[src/rtl/audio_irq_pkg.sv]
// constants for the audio fifo control and interrupt block
package audio_irq_pkg;
  // ----------------------------------------------------------------
  // bus
  // ----------------------------------------------------------------
  localparam int         ADDR_W         = 12;
  localparam int         DATA_W         = 32;
  // word indices; byte address is four times the index
  localparam logic [9:0] IDX_GLOBAL_CTRL = 10'h0ce;
  localparam logic [9:0] IDX_IRQ_STATUS  = 10'h0d0;
  localparam logic [9:0] IDX_IRQ_CLEAR   = 10'h0d1;
  localparam logic [9:0] IDX_FIFO_STATE  = 10'h0d2;
  localparam logic [15:0] CTRL_RESET     = 16'h0000;
  localparam logic [15:0] CTRL_MASK      = 16'h1fff;

  // ----------------------------------------------------------------
  // fifo numbering and control fields
  // ----------------------------------------------------------------
  localparam int FIFO_N   = 6;
  localparam int F_IN1    = 0;
  localparam int F_IN2    = 1;
  localparam int F_IN3    = 2;
  localparam int F_TX1    = 3;
  localparam int F_TX2    = 4;
  localparam int F_SPDIF  = 5;
  localparam int LEVEL_W  = 3;
  localparam int AS_IN1   = 6;
  localparam int AS_IN2   = 7;
  localparam int AS_TX1   = 8;
  localparam int AS_TX2   = 9;
  localparam int AS_SPDIF = 10;
  localparam int AS_IN3   = 12;
  localparam int TSRC_HI  = 11;
  localparam int TSRC_MSB = 2;
  localparam int TSRC_LSB = 0;
  localparam int TCNT_MSB = 5;
  localparam int TCNT_LSB = 3;
  localparam logic [2:0] TCNT_MAX      = 3'h4;
  localparam logic [3:0] TSRC_OFF      = 4'h0;
  localparam logic [3:0] TSRC_RESERVED = 4'h6;
  localparam logic [3:0] TSRC_LAST     = 4'h8;

  // ----------------------------------------------------------------
  // interrupt status bits
  // ----------------------------------------------------------------
  localparam int ST_TX1_UO   = 31;
  localparam int ST_TX1_RS   = 30;
  localparam int ST_TX2_UO   = 29;
  localparam int ST_TX2_RS   = 28;
  localparam int ST_SPD_UO   = 27;
  localparam int ST_SPD_RS   = 26;
  localparam int ST_RX_MSB   = 25;
  localparam int ST_RX_LSB   = 13;
  localparam int ST_UTX_EMPTY = 21;
  localparam int ST_UTX_FIRST = 19;
  localparam int ST_URX_FULL  = 18;
  localparam int ST_QRX_FULL  = 16;
  localparam int ST_IN1_UO   = 12;
  localparam int ST_IN1_RS   = 11;
  localparam int ST_IN2_UO   = 10;
  localparam int ST_IN2_RS   = 9;
  localparam int ST_TICK     = 8;
  localparam logic [31:0] ST_IMPL_MASK = 32'hffff_ff00;
  // bits that the clear register cannot touch
  localparam logic [31:0] ST_SELF_CLR  = 32'h002d_0000;
  // fifo state register fields
  localparam int FS_IN3_UO   = 0;
  localparam int FS_IN3_RS   = 1;
  localparam int FS_FULL_LSB = 2;
  localparam int FS_EMPTY_LSB = 5;

  typedef enum logic [1:0] {RS_OFF, RS_STANDBY, RS_ON} rs_state_t;
endpackage : audio_irq_pkg

[src/rtl/audio_fifo_irq_sync_ctrl.sv]
// audio fifo pairing, auto-resync, tick and interrupt status logic
// How it works
// - one auto-resync enable bit per fifo in global control, 1 enables
// - tick count field bits 5:3 gives one to five events per tick
// - tick source field bit 11 over bits 2:0 picks event, zero is off
// - selected events are counted and a tick fires per programmed count
// - tick counting ignores fifo reset state
// - bursts of two samples; resync waits one sample clock after access
// - input pair full only when both halves are full
// - input pair under/overrun flag on either half's xrun
// - resync flag set whenever hardware realigns a pair
// - left and right halves handled independently, each in order
// - output pair empty only when both halves are empty
// - output pair under/overrun flag on either half's xrun
// - audio-side xrun never breaks left/right alignment
// - status 31:26 hold transmit xrun and resync flags, clear register
// - status 25:22 hold receiver events, clear register
// - status 21:17 user channel; 21,19 clear on tx write, 18 on rx read
// - status 16 clears on subcode read; 15:13 via clear register
// - status 12:9 input fifo 1 and 2 xrun and resync flags
// - resync machine off/standby/on; on mismatch load right from left
// - cpu access forces off; left audio to standby; right audio to on
// - xrun on one input half drops the next sample of the other
//
// Chosen here: the APB interface to the registers.
`timescale 1ns/1ps
module audio_fifo_irq_sync_ctrl (
  input  wire logic                                   SYS_CLK,
  input  wire logic                                   RST_N,
  input  wire logic                                   PSEL,
  input  wire logic                                   PENABLE,
  input  wire logic                                   PWRITE,
  input  wire logic [audio_irq_pkg::ADDR_W-1:0]       PADDR,
  input  wire logic [audio_irq_pkg::DATA_W-1:0]       PWDATA,
  output logic      [audio_irq_pkg::DATA_W-1:0]       PRDATA,
  output logic                                        PREADY,
  output logic                                        PSLVERR,
  input  wire logic                                   SAMPLE_TICK,
  input  wire logic [7:0]                             TICK_EVENTS,
  input  wire logic [audio_irq_pkg::FIFO_N-1:0]       CPU_ACCESS,
  input  wire logic [audio_irq_pkg::FIFO_N-1:0]       CPU_XRUN,
  input  wire logic [audio_irq_pkg::FIFO_N-1:0]       LEFT_AUDIO,
  input  wire logic [audio_irq_pkg::FIFO_N-1:0]       RIGHT_AUDIO,
  input  wire logic [audio_irq_pkg::FIFO_N-1:0]       XRUN_LEFT,
  input  wire logic [audio_irq_pkg::FIFO_N-1:0]       XRUN_RIGHT,
  input  wire logic [17:0]                            LEFT_LEVEL,
  input  wire logic [17:0]                            RIGHT_LEVEL,
  input  wire logic [2:0]                             IN_LEFT_FULL,
  input  wire logic [2:0]                             IN_RIGHT_FULL,
  input  wire logic [2:0]                             TX_LEFT_EMPTY,
  input  wire logic [2:0]                             TX_RIGHT_EMPTY,
  input  wire logic [12:0]                            RX_EVENT_SET,
  input  wire logic                                   USER_TX_WRITE,
  input  wire logic                                   USER_RX_READ,
  input  wire logic                                   SUBCODE_RX_READ,
  output logic      [2:0]                             IN_FULL,
  output logic      [2:0]                             TX_EMPTY,
  output logic      [audio_irq_pkg::FIFO_N-1:0]       RESYNC_LOAD,
  output logic      [audio_irq_pkg::FIFO_N-1:0]       DROP_LEFT,
  output logic      [audio_irq_pkg::FIFO_N-1:0]       DROP_RIGHT,
  output logic                                        TICK_IRQ,
  output logic                                        AUDIO_IRQ
);
  import audio_irq_pkg::*;

  // ----------------------------------------------------------------
  // helpers
  // ----------------------------------------------------------------
  function automatic logic hit(input logic [ADDR_W-1:0] a, input logic [9:0] idx);
    hit = (a[ADDR_W-1:2] == idx) && (a[1:0] == 2'h0);
  endfunction : hit

  function automatic logic [LEVEL_W-1:0] level_of(input logic [17:0] v, input int i);
    level_of = v[i*LEVEL_W +: LEVEL_W];
  endfunction : level_of

  function automatic logic sync_enable(input logic [15:0] c, input int i);
    case (i)
      F_IN1:   sync_enable = c[AS_IN1];
      F_IN2:   sync_enable = c[AS_IN2];
      F_IN3:   sync_enable = c[AS_IN3];
      F_TX1:   sync_enable = c[AS_TX1];
      F_TX2:   sync_enable = c[AS_TX2];
      default: sync_enable = c[AS_SPDIF];
    endcase
  endfunction : sync_enable

  logic [15:0]       ctrl;
  logic [31:0]       stat;
  logic [1:0]        in3_flags;
  rs_state_t         rs_state [FIFO_N];
  logic [FIFO_N-1:0] quiet_wait;
  logic [2:0]        tick_cnt;
  logic [3:0]        tick_src;
  logic [2:0]        tick_len;
  logic              tick_event;
  logic              wr_take;
  logic              clr_take;
  logic              fs_clr_take;
  logic [31:0]       next_stat;
  logic [31:0]       set_v;
  logic [31:0]       clr_v;
  logic [FIFO_N-1:0] uo_ev;

  // ----------------------------------------------------------------
  // apb slave, zero wait state
  // ----------------------------------------------------------------
  assign wr_take     = PSEL && PENABLE && PREADY && PWRITE;
  assign clr_take    = wr_take && hit(PADDR, IDX_IRQ_CLEAR);
  assign fs_clr_take = wr_take && hit(PADDR, IDX_FIFO_STATE);

  always_ff @(posedge SYS_CLK or negedge RST_N) begin
    if (!RST_N) begin
      PREADY  <= 1'b0;
      PSLVERR <= 1'b0;
      PRDATA  <= 32'h0000_0000;
    end else if (PSEL && !PENABLE) begin
      PREADY  <= 1'b1;
      PSLVERR <= !(hit(PADDR, IDX_GLOBAL_CTRL) || hit(PADDR, IDX_IRQ_STATUS) ||
                   hit(PADDR, IDX_IRQ_CLEAR) || hit(PADDR, IDX_FIFO_STATE));
      if (hit(PADDR, IDX_GLOBAL_CTRL)) begin
        PRDATA <= {16'h0000, ctrl};
      end else if (hit(PADDR, IDX_IRQ_STATUS)) begin
        PRDATA <= stat;
      end else if (hit(PADDR, IDX_FIFO_STATE)) begin
        PRDATA <= {24'h00_0000, TX_EMPTY, IN_FULL, in3_flags};
      end else begin
        PRDATA <= 32'h0000_0000;
      end
    end else begin
      PREADY  <= 1'b0;
      PSLVERR <= 1'b0;
    end
  end

  always_ff @(posedge SYS_CLK or negedge RST_N) begin
    if (!RST_N) begin
      ctrl <= CTRL_RESET;
    end else if (wr_take && hit(PADDR, IDX_GLOBAL_CTRL)) begin
      ctrl <= PWDATA[15:0] & CTRL_MASK;
    end
  end

  // ----------------------------------------------------------------
  // audio tick
  // ----------------------------------------------------------------
  assign tick_src = {ctrl[TSRC_HI], ctrl[TSRC_MSB:TSRC_LSB]};
  assign tick_len = ctrl[TCNT_MSB:TCNT_LSB];

  always_comb begin
    if (tick_src == TSRC_OFF || tick_src == TSRC_RESERVED || tick_src > TSRC_LAST) begin
      tick_event = 1'b0;
    end else begin
      tick_event = TICK_EVENTS[3'(tick_src - 4'h1)];
    end
  end

  // no fifo reset enters here, so ticks keep running through it
  always_ff @(posedge SYS_CLK or negedge RST_N) begin
    if (!RST_N) begin
      tick_cnt <= 3'h0;
      TICK_IRQ <= 1'b0;
    end else if (tick_len > TCNT_MAX) begin
      tick_cnt <= 3'h0;
      TICK_IRQ <= 1'b0;
    end else if (tick_event) begin
      // a count lowered under the running counter fires now, never wraps
      TICK_IRQ <= (tick_cnt >= tick_len);
      tick_cnt <= (tick_cnt >= tick_len) ? 3'h0 : tick_cnt + 3'h1;
    end else begin
      TICK_IRQ <= 1'b0;
    end
  end

  // ----------------------------------------------------------------
  // pair flags
  // ----------------------------------------------------------------
  always_ff @(posedge SYS_CLK or negedge RST_N) begin
    if (!RST_N) begin
      IN_FULL  <= 3'h0;
      TX_EMPTY <= 3'h0;
    end else begin
      IN_FULL  <= IN_LEFT_FULL & IN_RIGHT_FULL;
      TX_EMPTY <= TX_LEFT_EMPTY & TX_RIGHT_EMPTY;
    end
  end

  // each half has its own pending drop, so either read order works
  always_ff @(posedge SYS_CLK or negedge RST_N) begin
    if (!RST_N) begin
      DROP_LEFT  <= '0;
      DROP_RIGHT <= '0;
    end else begin
      DROP_LEFT  <= XRUN_RIGHT | (DROP_LEFT & ~LEFT_AUDIO);
      DROP_RIGHT <= XRUN_LEFT | (DROP_RIGHT & ~RIGHT_AUDIO);
    end
  end

  // ----------------------------------------------------------------
  // auto-resync controllers
  // ----------------------------------------------------------------
  // a left strobe must not enter standby until a sample tick follows a cpu access
  always_ff @(posedge SYS_CLK or negedge RST_N) begin
    if (!RST_N) begin
      quiet_wait <= '0;
    end else begin
      for (int i = 0; i < FIFO_N; i++) begin
        if (CPU_ACCESS[i]) begin
          quiet_wait[i] <= 1'b1;
        end else if (SAMPLE_TICK) begin
          quiet_wait[i] <= 1'b0;
        end
      end
    end
  end

  always_ff @(posedge SYS_CLK or negedge RST_N) begin
    if (!RST_N) begin
      for (int i = 0; i < FIFO_N; i++) begin
        rs_state[i] <= RS_OFF;
      end
      RESYNC_LOAD <= '0;
    end else begin
      for (int i = 0; i < FIFO_N; i++) begin
        RESYNC_LOAD[i] <= 1'b0;
        if (!sync_enable(ctrl, i) || CPU_ACCESS[i]) begin
          rs_state[i] <= RS_OFF;
        end else if (LEFT_AUDIO[i] && !quiet_wait[i]) begin
          rs_state[i] <= RS_STANDBY;
        end else begin
          unique case (rs_state[i])
            RS_OFF: begin
              rs_state[i] <= RS_OFF;
            end
            RS_STANDBY: begin
              if (RIGHT_AUDIO[i]) begin
                rs_state[i] <= RS_ON;
              end
            end
            RS_ON: begin
              // back to standby so one mismatch gives one load
              if (level_of(LEFT_LEVEL, i) != level_of(RIGHT_LEVEL, i)) begin
                RESYNC_LOAD[i] <= 1'b1;
                rs_state[i]    <= RS_STANDBY;
              end
            end
          endcase
        end
      end
    end
  end

  // ----------------------------------------------------------------
  // interrupt status
  // ----------------------------------------------------------------
  assign uo_ev = XRUN_LEFT | XRUN_RIGHT | CPU_XRUN;

  always_comb begin
    set_v                 = 32'h0000_0000;
    set_v[ST_TX1_UO]      = uo_ev[F_TX1];
    set_v[ST_TX1_RS]      = RESYNC_LOAD[F_TX1];
    set_v[ST_TX2_UO]      = uo_ev[F_TX2];
    set_v[ST_TX2_RS]      = RESYNC_LOAD[F_TX2];
    set_v[ST_SPD_UO]      = uo_ev[F_SPDIF];
    set_v[ST_SPD_RS]      = RESYNC_LOAD[F_SPDIF];
    set_v[ST_RX_MSB:ST_RX_LSB] = RX_EVENT_SET;
    set_v[ST_IN1_UO]      = uo_ev[F_IN1];
    set_v[ST_IN1_RS]      = RESYNC_LOAD[F_IN1];
    set_v[ST_IN2_UO]      = uo_ev[F_IN2];
    set_v[ST_IN2_RS]      = RESYNC_LOAD[F_IN2];
    set_v[ST_TICK]        = TICK_IRQ;
    clr_v                 = clr_take ? (PWDATA & ~ST_SELF_CLR) : 32'h0000_0000;
    clr_v[ST_UTX_EMPTY]   = USER_TX_WRITE;
    clr_v[ST_UTX_FIRST]   = USER_TX_WRITE;
    clr_v[ST_URX_FULL]    = USER_RX_READ;
    clr_v[ST_QRX_FULL]    = SUBCODE_RX_READ;
    // an event in the clearing cycle survives
    next_stat = ((stat & ~clr_v) | set_v) & ST_IMPL_MASK;
  end

  always_ff @(posedge SYS_CLK or negedge RST_N) begin
    if (!RST_N) begin
      stat      <= 32'h0000_0000;
      AUDIO_IRQ <= 1'b0;
    end else begin
      stat      <= next_stat;
      AUDIO_IRQ <= |next_stat;
    end
  end

  // input fifo 3 has no slot in the status word
  always_ff @(posedge SYS_CLK or negedge RST_N) begin
    if (!RST_N) begin
      in3_flags <= 2'h0;
    end else begin
      in3_flags[FS_IN3_UO] <= uo_ev[F_IN3] |
        (in3_flags[FS_IN3_UO] & ~(fs_clr_take & PWDATA[FS_IN3_UO]));
      in3_flags[FS_IN3_RS] <= RESYNC_LOAD[F_IN3] |
        (in3_flags[FS_IN3_RS] & ~(fs_clr_take & PWDATA[FS_IN3_RS]));
    end
  end

  // ----------------------------------------------------------------
  // checks
  // ----------------------------------------------------------------
  chk_full_both: assert property (@(posedge SYS_CLK) disable iff (!RST_N)
    IN_FULL[0] == $past(IN_LEFT_FULL[0] && IN_RIGHT_FULL[0]))
    else $error("input full flag not the and of both halves");

  chk_empty_both: assert property (@(posedge SYS_CLK) disable iff (!RST_N)
    (TX_LEFT_EMPTY[0] && !TX_RIGHT_EMPTY[0]) |=> !TX_EMPTY[0])
    else $error("output empty with one half still holding data");

  chk_in1_xrun_flag: assert property (@(posedge SYS_CLK) disable iff (!RST_N)
    XRUN_RIGHT[F_IN1] |=> stat[ST_IN1_UO] && DROP_LEFT[F_IN1])
    else $error("input xrun did not flag or drop the other half");

  chk_resync_flag: assert property (@(posedge SYS_CLK) disable iff (!RST_N)
    RESYNC_LOAD[F_IN1] |=> stat[ST_IN1_RS] && AUDIO_IRQ)
    else $error("resync load did not set its flag");

  chk_tick_every: assert property (@(posedge SYS_CLK) disable iff (!RST_N)
    (tick_len == 3'h0 && tick_src == 4'h1 && TICK_EVENTS[0]) |=> TICK_IRQ)
    else $error("tick missing with count of one");

  chk_tick_quiet: assert property (@(posedge SYS_CLK) disable iff (!RST_N)
    (tick_src == TSRC_OFF) [*2] |-> !TICK_IRQ)
    else $error("tick raised with source off");

  chk_flag_sticky: assert property (@(posedge SYS_CLK) disable iff (!RST_N)
    (stat[ST_TX1_UO] && !(clr_take && PWDATA[ST_TX1_UO])) |=> stat[ST_TX1_UO])
    else $error("status flag dropped without a clear");

  chk_disabled_off: assert property (@(posedge SYS_CLK) disable iff (!RST_N)
    !ctrl[AS_IN1] [*2] |-> !RESYNC_LOAD[F_IN1])
    else $error("resync load while auto-resync disabled");

  chk_cpu_forces_off: assert property (@(posedge SYS_CLK) disable iff (!RST_N)
    CPU_ACCESS[F_IN1] |=> !RESYNC_LOAD[F_IN1] ##1 !RESYNC_LOAD[F_IN1])
    else $error("resync acted right after a processor access");

  chk_user_tx_clear: assert property (@(posedge SYS_CLK) disable iff (!RST_N)
    (USER_TX_WRITE && !RX_EVENT_SET[ST_UTX_EMPTY-ST_RX_LSB]) |=> !stat[ST_UTX_EMPTY])
    else $error("user tx empty not cleared by transmit write");

  chk_drop_right_set: assert property (@(posedge SYS_CLK) disable iff (!RST_N)
    XRUN_LEFT[F_IN3] |=> DROP_RIGHT[F_IN3])
    else $error("left xrun did not block the next right sample");

  chk_in3_xrun_flag: assert property (@(posedge SYS_CLK) disable iff (!RST_N)
    XRUN_LEFT[F_IN3] |=> in3_flags[FS_IN3_UO])
    else $error("input fifo 3 xrun not flagged");

  chk_standby_to_on: assert property (@(posedge SYS_CLK) disable iff (!RST_N)
    (rs_state[F_IN1] == RS_STANDBY && RIGHT_AUDIO[F_IN1] && ctrl[AS_IN1] &&
     !CPU_ACCESS[F_IN1] && !LEFT_AUDIO[F_IN1]) |=> rs_state[F_IN1] == RS_ON)
    else $error("right audio strobe did not arm the resync check");

  chk_load_one_pulse: assert property (@(posedge SYS_CLK) disable iff (!RST_N)
    RESYNC_LOAD[F_IN1] |=> !RESYNC_LOAD[F_IN1])
    else $error("resync load longer than one cycle");

  chk_tick_reserved: assert property (@(posedge SYS_CLK) disable iff (!RST_N)
    (tick_len > TCNT_MAX) [*2] |-> !TICK_IRQ)
    else $error("tick raised with a reserved count");

  chk_clear_takes: assert property (@(posedge SYS_CLK) disable iff (!RST_N)
    (clr_take && PWDATA[ST_TX1_UO] && !uo_ev[F_TX1]) |=> !stat[ST_TX1_UO])
    else $error("clear register did not clear the flag");

  chk_tx_xrun_flag: assert property (@(posedge SYS_CLK) disable iff (!RST_N)
    XRUN_LEFT[F_TX1] |=> stat[ST_TX1_UO])
    else $error("output half xrun did not set the pair flag");

  chk_irq_follows: assert property (@(posedge SYS_CLK) disable iff (!RST_N)
    AUDIO_IRQ == |stat)
    else $error("interrupt line differs from the status word");
endmodule : audio_fifo_irq_sync_ctrl

[config.mk]
export PLATFORM = sky130hd
export DESIGN_NAME = audio_fifo_irq_sync_ctrl
export DESIGN_NICKNAME = d
export VERILOG_FILES = /design/src/rtl/audio_irq_pkg.sv /design/src/rtl/audio_fifo_irq_sync_ctrl.sv
export SDC_FILE = /design/constraint.sdc
export NUM_CORES = 1
export LEC_CHECK = 0
export BUFFER_PORTS_ARGS = -buffer_cell sky130_fd_sc_hd__buf_2
export CORE_MARGIN = 8
export CORE_UTILIZATION = 52
export DETAILED_ROUTE_END_ITERATION = 16
export GPL_TIMING_DRIVEN = 0
export PLACE_DENSITY_LB_ADDON = 0.3
export RECOVER_POWER = 50
export SLEW_MARGIN = 20
export SYNTH_ARGS = -nofsm -noshare
export SYNTH_HDL_FRONTEND = slang
export SYNTH_SLANG_ARGS = --single-unit
[constraint.sdc]
create_clock -name SYS_CLK -period 4.7 [get_ports SYS_CLK]
set_input_delay 0.705 -clock SYS_CLK [delete_from_list [all_inputs] [get_ports SYS_CLK]]
set_output_delay 0.705 -clock SYS_CLK [all_outputs]
set_load 0.02 [all_outputs]
==> flow_metrics.env, run 1 <==
export IMPL_first_pass_iters=5
export IMPL_yosys_area_share_simple_pct=20.2
export IMPL_synth_edff_count=0
export IMPL_fill_cells=755
export IMPL_portBuffers=213
export IMPL_htreeDepth=4
export IMPL_arrival_ns=3.84
export IMPL_cts_sinks=120
export IMPL_worst_pin_slew_ns=2.25
export IMPL_setup_ws_ns=1.24
export IMPL_peakVddDrop_mv=0.206
export IMPL_p_int_uw=2010
export IMPL_finalHoldViolCount=0
export IMPL_drive_gt1_share_pct=34.1
export IMPL_synth_seq_cells=120
export IMPL_rows=36
export IMPL_min_to="rs_state[6]"
export IMPL_antenna_found_initial=0
export IMPL_routed_wl_um=15900
export IMPL_p_leak_uw=0.00364
export IMPL_synth_top_family_by_area="simple AND/OR/NAND/NOR gates"
export IMPL_rsz0062_at_grt="no"
export IMPL_hpwlAfterDp_um=12400
export IMPL_syn_num_nets=673
export IMPL_synth_compound_area_share_pct=12.1
export IMPL_reg2reg_depth=8
export IMPL_grt_ovfl_total=0
export IMPL_gp_congestion=0.798
export IMPL_violations="max-capacitance violations, max-slew violations"
export IMPL_required_ns=5.08
export IMPL_status="complete, but fails checks"
export IMPL_cts_tree="yes"
export IMPL_vias=4680
export IMPL_hold_depth=2
export IMPL_synthAdderAreaFrac_pct=1.66
export IMPL_max_slew_margin_rel_pct=-50.2
export IMPL_grt_use_total_pct=23.8
export IMPL_finalMaxSlewViolations=39
export IMPL_synthCells=508
export IMPL_initial_core_util_pct=53.7
export IMPL_cts_hold_buf=0
export IMPL_dieArea_sq_um=13600
export IMPL_combPwrFrac_pct=9.5
export IMPL_netSwitchingFraction_pct=22.9
export IMPL_synth_area_mux_share_pct=1.71
export IMPL_yosysSeqAreaShare_pct=57.0
export IMPL_yosysWarnings=0
export IMPL_clockBufferDepth=2
export IMPL_drc=0
export IMPL_switchingPower_uw=598
export IMPL_core_region_area_sq_um=9820
export IMPL_ios=218
export IMPL_final_min_clock_period_ns=3.46
export IMPL_routed_via_density=5.28
export IMPL_nets=906
export IMPL_fin_skew_ns=0.00750
export IMPL_cts_root_buffer_cell="clkbuf_8"
export IMPL_die_h_um=117
export IMPL_preCtsSetupSlack_ns=0.610
export IMPL_min_from="CPU_ACCESS[2]"
export IMPL_timing_rr_end="AUDIO_IRQ"
export IMPL_crit_fanout=10
export IMPL_synth_avg_cell_area_sq_um=10.4
export IMPL_multi_input_area_sq_um=2060
export IMPL_drv_cap=1
export IMPL_final_cells=886
export IMPL_fin_setup_tns_ns=0
export IMPL_syn_area_sq_um=5270
export IMPL_area_growth_pct=35.1
export IMPL_cp_start_kind="input port"
export IMPL_clock_fmax_mhz=289
export IMPL_dominantRegCellSynth="dfrtp_1"
export IMPL_antennaDiodeCount=0
export IMPL_cellPowerDensity_nw_per_um2=367
export IMPL_path_clk_slew_ns=0.06
export IMPL_ctsResizeCount=0
export IMPL_postCtsSetupBuffers=0
export IMPL_die_w_um=117
export IMPL_reg2reg_from="PREADY"
export IMPL_wl_per_cell_um=17.9
export IMPL_synth_cell_type_count=41
export IMPL_pwr_share_seq_pct=41.9
export IMPL_setup_viol=0
export IMPL_hold_path_class="input port to register"
export IMPL_grt_pass1_vias=5082
export IMPL_synth_xor_area_share_pct=3.32
export IMPL_worstSetupPathType="input port to register"
export IMPL_grt_max_degree=83
export IMPL_cp_end_kind="register"
export IMPL_antenna_left=0
export IMPL_synthArstFlopShare_pct=100
export IMPL_timing_final_crit_share_pct=73.6
export IMPL_r2r_slack_ns=1.55
export IMPL_drt_iter0_markers=232
export IMPL_dp_cells=855
export IMPL_final_seq_area_sq_um=3000
export IMPL_clock_latency_ns=0.51
export IMPL_clkPwrFrac_pct=48.5
export IMPL_numCtsBuffers=17
export IMPL_grt_pass1_wl_um=24600
power groups by stage:
stage | Sequential (uW) | Combinational, uW | Clock [uW]
finish | 1100 | 248 | 1270
global route | 1100 | 273 | 1330
CTS | 1100 | 252 | 1280
detailed placement | 1110 | 251 | 0
global placement | 1110 | 240 | 0
floorplan | 1140 | 76.8 | 0
cells by family after synthesis:
family | count (synthesis)
buffers and inverters | 54
muxes | 6
DFF | 120
AOI/OAI and AO/OA | 89
and+or+nand+nor | 212
xor gates and xnor gates | 20
adders and majority gates | 7
registers in the layout, summed over array words and instances, names as in the netlist:
signal / cells
TICK_IRQ: 1
rs_state: 12
quiet_wait: 6
DROP_LEFT: 6
PRDATA: 32
AUDIO_IRQ: 1
IN_FULL: 3
DROP_RIGHT: 6
tick_cnt: 3
TX_EMPTY: 3
ctrl: 13
in3_flags: 2
PREADY: 1
PSLVERR: 1
RESYNC_LOAD: 6
stat: 24
worst max-delay path by stage:
stage / from / endpoint / slack [ns] / depth (start not counted)
after global placement: PADDR[3] / AUDIO_IRQ / 0.63 / 9
after floorplan: PADDR[3] / AUDIO_IRQ / 1.69 / 8
after global routing: PADDR[4] / AUDIO_IRQ / 1.11 / 9
after CTS: PADDR[3] / AUDIO_IRQ / 1.19 / 9
after detailed placement: PADDR[3] / AUDIO_IRQ / 0.61 / 9
final: PADDR[3] / AUDIO_IRQ / 1.24 / 9
cell usage after synthesis, types with 7 or more instances:
library cell	number	area [sq um]
a21o_1	30	225
ha_1	7	87.6
nor2_1	49	184
o21ai_0	13	65.1
a221oi_1	13	114
xor2_1	18	158
nand3_1	21	105
nand2_1	59	221
a31oi_1	14	87.6
nand2b_1	12	75.1
inv_1	38	143
nor3_1	15	75.1
nor2b_1	12	75.1
clkbuf_1	10	37.5
dfrtp_1	120	3000
nor4_1	7	43.8
nand3b_1	13	97.6
routing by layer:
metal | track usage, % | wire (um) | vias up
met5 | 0 | 0 | -
met4 | 10.8 | 320 | 0
met3 | 6.51 | 1150 | 29
met2 | 40.3 | 8030 | 182
met1 | 27.6 | 6360 | 2236
li1 | - | - | 2233
layout make-up:
type | instances | share of cell area (%)
Timing Repair Buffer | 214 | 15.3
Multi-Input combinational cell | 334 | 28.9
Inverter | 39 | 2.06
Buffer | 15 | 0.879
Clock inverter | 7 | 1.27
Sequential cell | 120 | 42.2
Clock buffer | 24 | 7.03
Tap cell | 133 | 2.34
cell usage in the layout, fill, tap and decap left out, types with 3 or more instances in the layout:
cell type and count:
clkbuf_16 16, ha_1 7, clkbuf_1 13, mux2_2 4, nand3b_1 13, clkbuf_8 7
nor2b_1 12, nor4_1 7, a221oi_1 13, buf_2 216, xor2_1 18, a311oi_1 6
and2_1 4, a22o_1 4, clkinv_2 3, a31oi_1 14, nand3_1 21, nand2_1 59
a21o_1 30, nor2_1 49, dfrtp_1 120, or4_1 3, o21ai_0 13, nor3_1 15
inv_1 38, nand2b_1 12, a21oi_1 5
through the flow:
stage | utilization (%) | cell area, sq um | hold slack, ns | total power, uW
after floorplan | - | 5270 | 0.409 | 1220
after detailed placement | 66.6 | 6540 | 0.451 | 1360
final | 72.5 | 7120 | 0.378 | 2610
after global placement | 66.2 | 6500 | 0.448 | 1350
after global routing | 72.5 | 7120 | 0.354 | 2700
after CTS | 72.6 | 7130 | 0.101 | 2630
critical path, stage by stage:
cell	delay, ns
buf_2	0.10
or4b_1	0.57
nor4_2	0.45
buf_2	0.34
buf_2	0.35
nand2_1	0.13
a2111oi_0	0.63
nand4_1	0.18
or3_1	0.38
Note: power is estimated with default switching activity, not from simulation.
==> inputs of run 2 (changes only) <==
--- a/config.mk
+++ b/config.mk
@@ -7,7 +7,7 @@
 export LEC_CHECK = 0
 export BUFFER_PORTS_ARGS = -buffer_cell sky130_fd_sc_hd__buf_2
 export CORE_MARGIN = 8
-export CORE_UTILIZATION = 52
+export CORE_UTILIZATION = 48
 export DETAILED_ROUTE_END_ITERATION = 16
 export GPL_TIMING_DRIVEN = 0
 export PLACE_DENSITY_LB_ADDON = 0.3
==> constraint.sdc (replaced) <==
create_clock -name SYS_CLK -period 3.2 [get_ports SYS_CLK]
set_input_delay 0.48 -clock SYS_CLK [delete_from_list [all_inputs] [get_ports SYS_CLK]]
set_output_delay 0.48 -clock SYS_CLK [all_outputs]
set_load 0.02 [all_outputs]
==> flow_metrics.env, run 2 (synthesis gave the netlist of run 1 again) <==
export IMPL_clock_fmax_mhz=329
export IMPL_max_stage_delay_ns=0.60
export IMPL_area_growth_pct=35.0
export IMPL_antennaDiodeCount=0
export IMPL_grt_pass1_wl_um=25300
export IMPL_cellPowerDensity_nw_per_um2=541
export IMPL_largest_register_ffs=32
export IMPL_cp_start_kind="input port"
export IMPL_cts_hold_buf=0
export IMPL_core_region_area_sq_um=10800
export IMPL_drc=0
export IMPL_violations="max-capacitance violations, max-slew violations"
export IMPL_grt_util_met3_pct=6.57
export IMPL_timing_rr_end="AUDIO_IRQ"
export IMPL_nets=906
export IMPL_final_cells=894
export IMPL_drt_iter0_markers=265
export IMPL_ctsResizeCount=0
export IMPL_vias=4744
export IMPL_crit_family="simple AND/OR/NAND/NOR gates"
export IMPL_max_slew_margin_rel_pct=-23.0
export IMPL_timing_final_crit_share_pct=95.0
export IMPL_grt_util_met1_pct=24.9
export IMPL_startpoint="PADDR[3]"
export IMPL_critPathBufInv=3
export IMPL_top_regs="PRDATA x32, stat x24, ctrl x13"
export IMPL_hpwlAfterDp_um=12300
export IMPL_arrival_ns=3.42
export IMPL_p_leak_uw=0.00364
export IMPL_rsz0062_at_grt="no"
export IMPL_finalMaxSlewViolations=76
export IMPL_final_min_clock_period_ns=3.04
export IMPL_peakVddDrop_mv=0.284
export IMPL_worstSetupPathType="input port to register"
export IMPL_grt_ovfl_total=0
export IMPL_path_cells="buf_2 > or4b_1 > nor4_4 > clkbuf_4 > buf_2 > a31oi_1 > nor4_1 > nand4_1 > or3_1"
export IMPL_cts_tree="yes"
export IMPL_numCtsBuffers=17
export IMPL_worst_pin_slew_ns=1.85
export IMPL_crit_fanout=10
export IMPL_routed_via_density=5.31
export IMPL_required_ns=3.58
export IMPL_routed_wl_um=16100
export IMPL_path_clk_slew_ns=0.06
export IMPL_die_h_um=121
export IMPL_largest_register="PRDATA"
export IMPL_antenna_left=0
export IMPL_portBuffers=213
export IMPL_fin_setup_tns_ns=0
export IMPL_status="complete, but fails checks"
export IMPL_finalHoldViolCount=0
export IMPL_cpMostUsedCell="buf_2"
export IMPL_first_pass_iters=5
export IMPL_grt_max_degree=76
export IMPL_cts_root_buffer_cell="clkbuf_8"
export IMPL_fin_skew_ns=0.00805
export IMPL_busiest_layer="met2"
export IMPL_final_cell_mix="216 x buf_2, 120 x dfrtp_1, 59 x nand2_1"
export IMPL_die_w_um=121
export IMPL_setup_viol=0
export IMPL_antenna_found_initial=0
export IMPL_reg2reg_depth=8
export IMPL_min_to="rs_state[4]"
export IMPL_drv_cap=1
export IMPL_initial_core_util_pct=48.8
export IMPL_htreeDepth=4
export IMPL_gp_congestion=0.797
export IMPL_r2r_slack_ns=0.18
export IMPL_reg2reg_from="PREADY"
export IMPL_wl_per_cell_um=18.0
export IMPL_rows=38
export IMPL_grt_use_total_pct=22.2
export IMPL_layout_commonest_cell="buf_2"
export IMPL_grt_pass1_vias=5063
export IMPL_slowest_stage="or4b_1"
export IMPL_ios=218
export IMPL_postCtsSetupBuffers=0
export IMPL_hold_path_class="input port to register"
export IMPL_cp_end_kind="register"
export IMPL_dieArea_sq_um=14600
export IMPL_min_from="CPU_ACCESS[3]"
export IMPL_clockBufferDepth=2
export IMPL_gr_usage_met2_pct=39.4
export IMPL_dp_cells=862
export IMPL_drive_gt1_share_pct=34.5
export IMPL_cts_sinks=120
export IMPL_clock_latency_ns=0.50
export IMPL_hold_depth=2
==> run 2: changes by cell type in the layout (fill, tap and decap cells not counted), moves of 2 or more <==
cell        previous run  this run
clkbuf_1              13        11
clkbuf_2               0         2
clkbuf_8               7         2
clkinv_2               3         5
clkinvlp_4             2         4
==> run 2: layout make-up <==
| cell class | instances | area (sq um) |
|---|---|---|
| fill | 863 | 3680 |
| sequential | 120 | 3000 |
| multi-input combinational | 334 | 2070 |
| timing repair buffer | 214 | 1070 |
| clock buffer | 19 | 432 |
| tap | 140 | 175 |
| clock inverter | 13 | 154 |
| inverter | 39 | 146 |
| buffer | 15 | 65.1 |
==> run 2: per-layer routing <==
layer  share of wire, %  vias to the layer above
li1                   -                     2241
met1                 40                     2292
met2                 51                      191
met3                7.6                       20
met4                1.7                        0
met5                  0                        -
==> run 2: worst max path at each step <==
stage / endpoint / slack (ns) / cells after the start
after global placement: AUDIO_IRQ / -0.46 / 9
after global routing: AUDIO_IRQ / 0.02 / 8
final: AUDIO_IRQ / 0.16 / 9
after CTS: AUDIO_IRQ / 0.04 / 8
after floorplan: AUDIO_IRQ / 0.42 / 8
after detailed placement: AUDIO_IRQ / -0.49 / 9
==> run 2: stage by stage <==
step / hold slack (ns) / utilization, % / worst slack [ns] / power (uW) / cell area (sq um)
final: 0.161 / 65.9 / 0.160 / 3850 / 7110
after global routing: 0.149 / 65.9 / 0.0178 / 3990 / 7110
after CTS: 0.0180 / 66.1 / 0.0367 / 3880 / 7130
after detailed placement: 0.443 / 60.7 / -0.492 / 2000 / 6550
after global placement: 0.435 / 60.3 / -0.460 / 1980 / 6510
after floorplan: 0.184 / - / 0.419 / 1790 / 5270
==> run 2: worst reg2reg max path, cell delays in order (launching register included) <==
cell and delay (ns):
dfrtp_1 0.41, nand4_1 0.21, nor4_4 0.42, clkbuf_4 0.32, buf_2 0.31, a31oi_1 0.19
nor4_1 0.45, nand4_1 0.17, or3_1 0.40
==> run 2: power by group <==
part | switching, uW | total (uW) | internal [uW] | leakage [uW]
clock | 676 | 1870 | 1200 | 0.000279
combinational | 206 | 363 | 157 | 0.00196
sequential | 33.0 | 1610 | 1580 | 0.00140
total | 915 | 3850 | 2930 | 0.00364
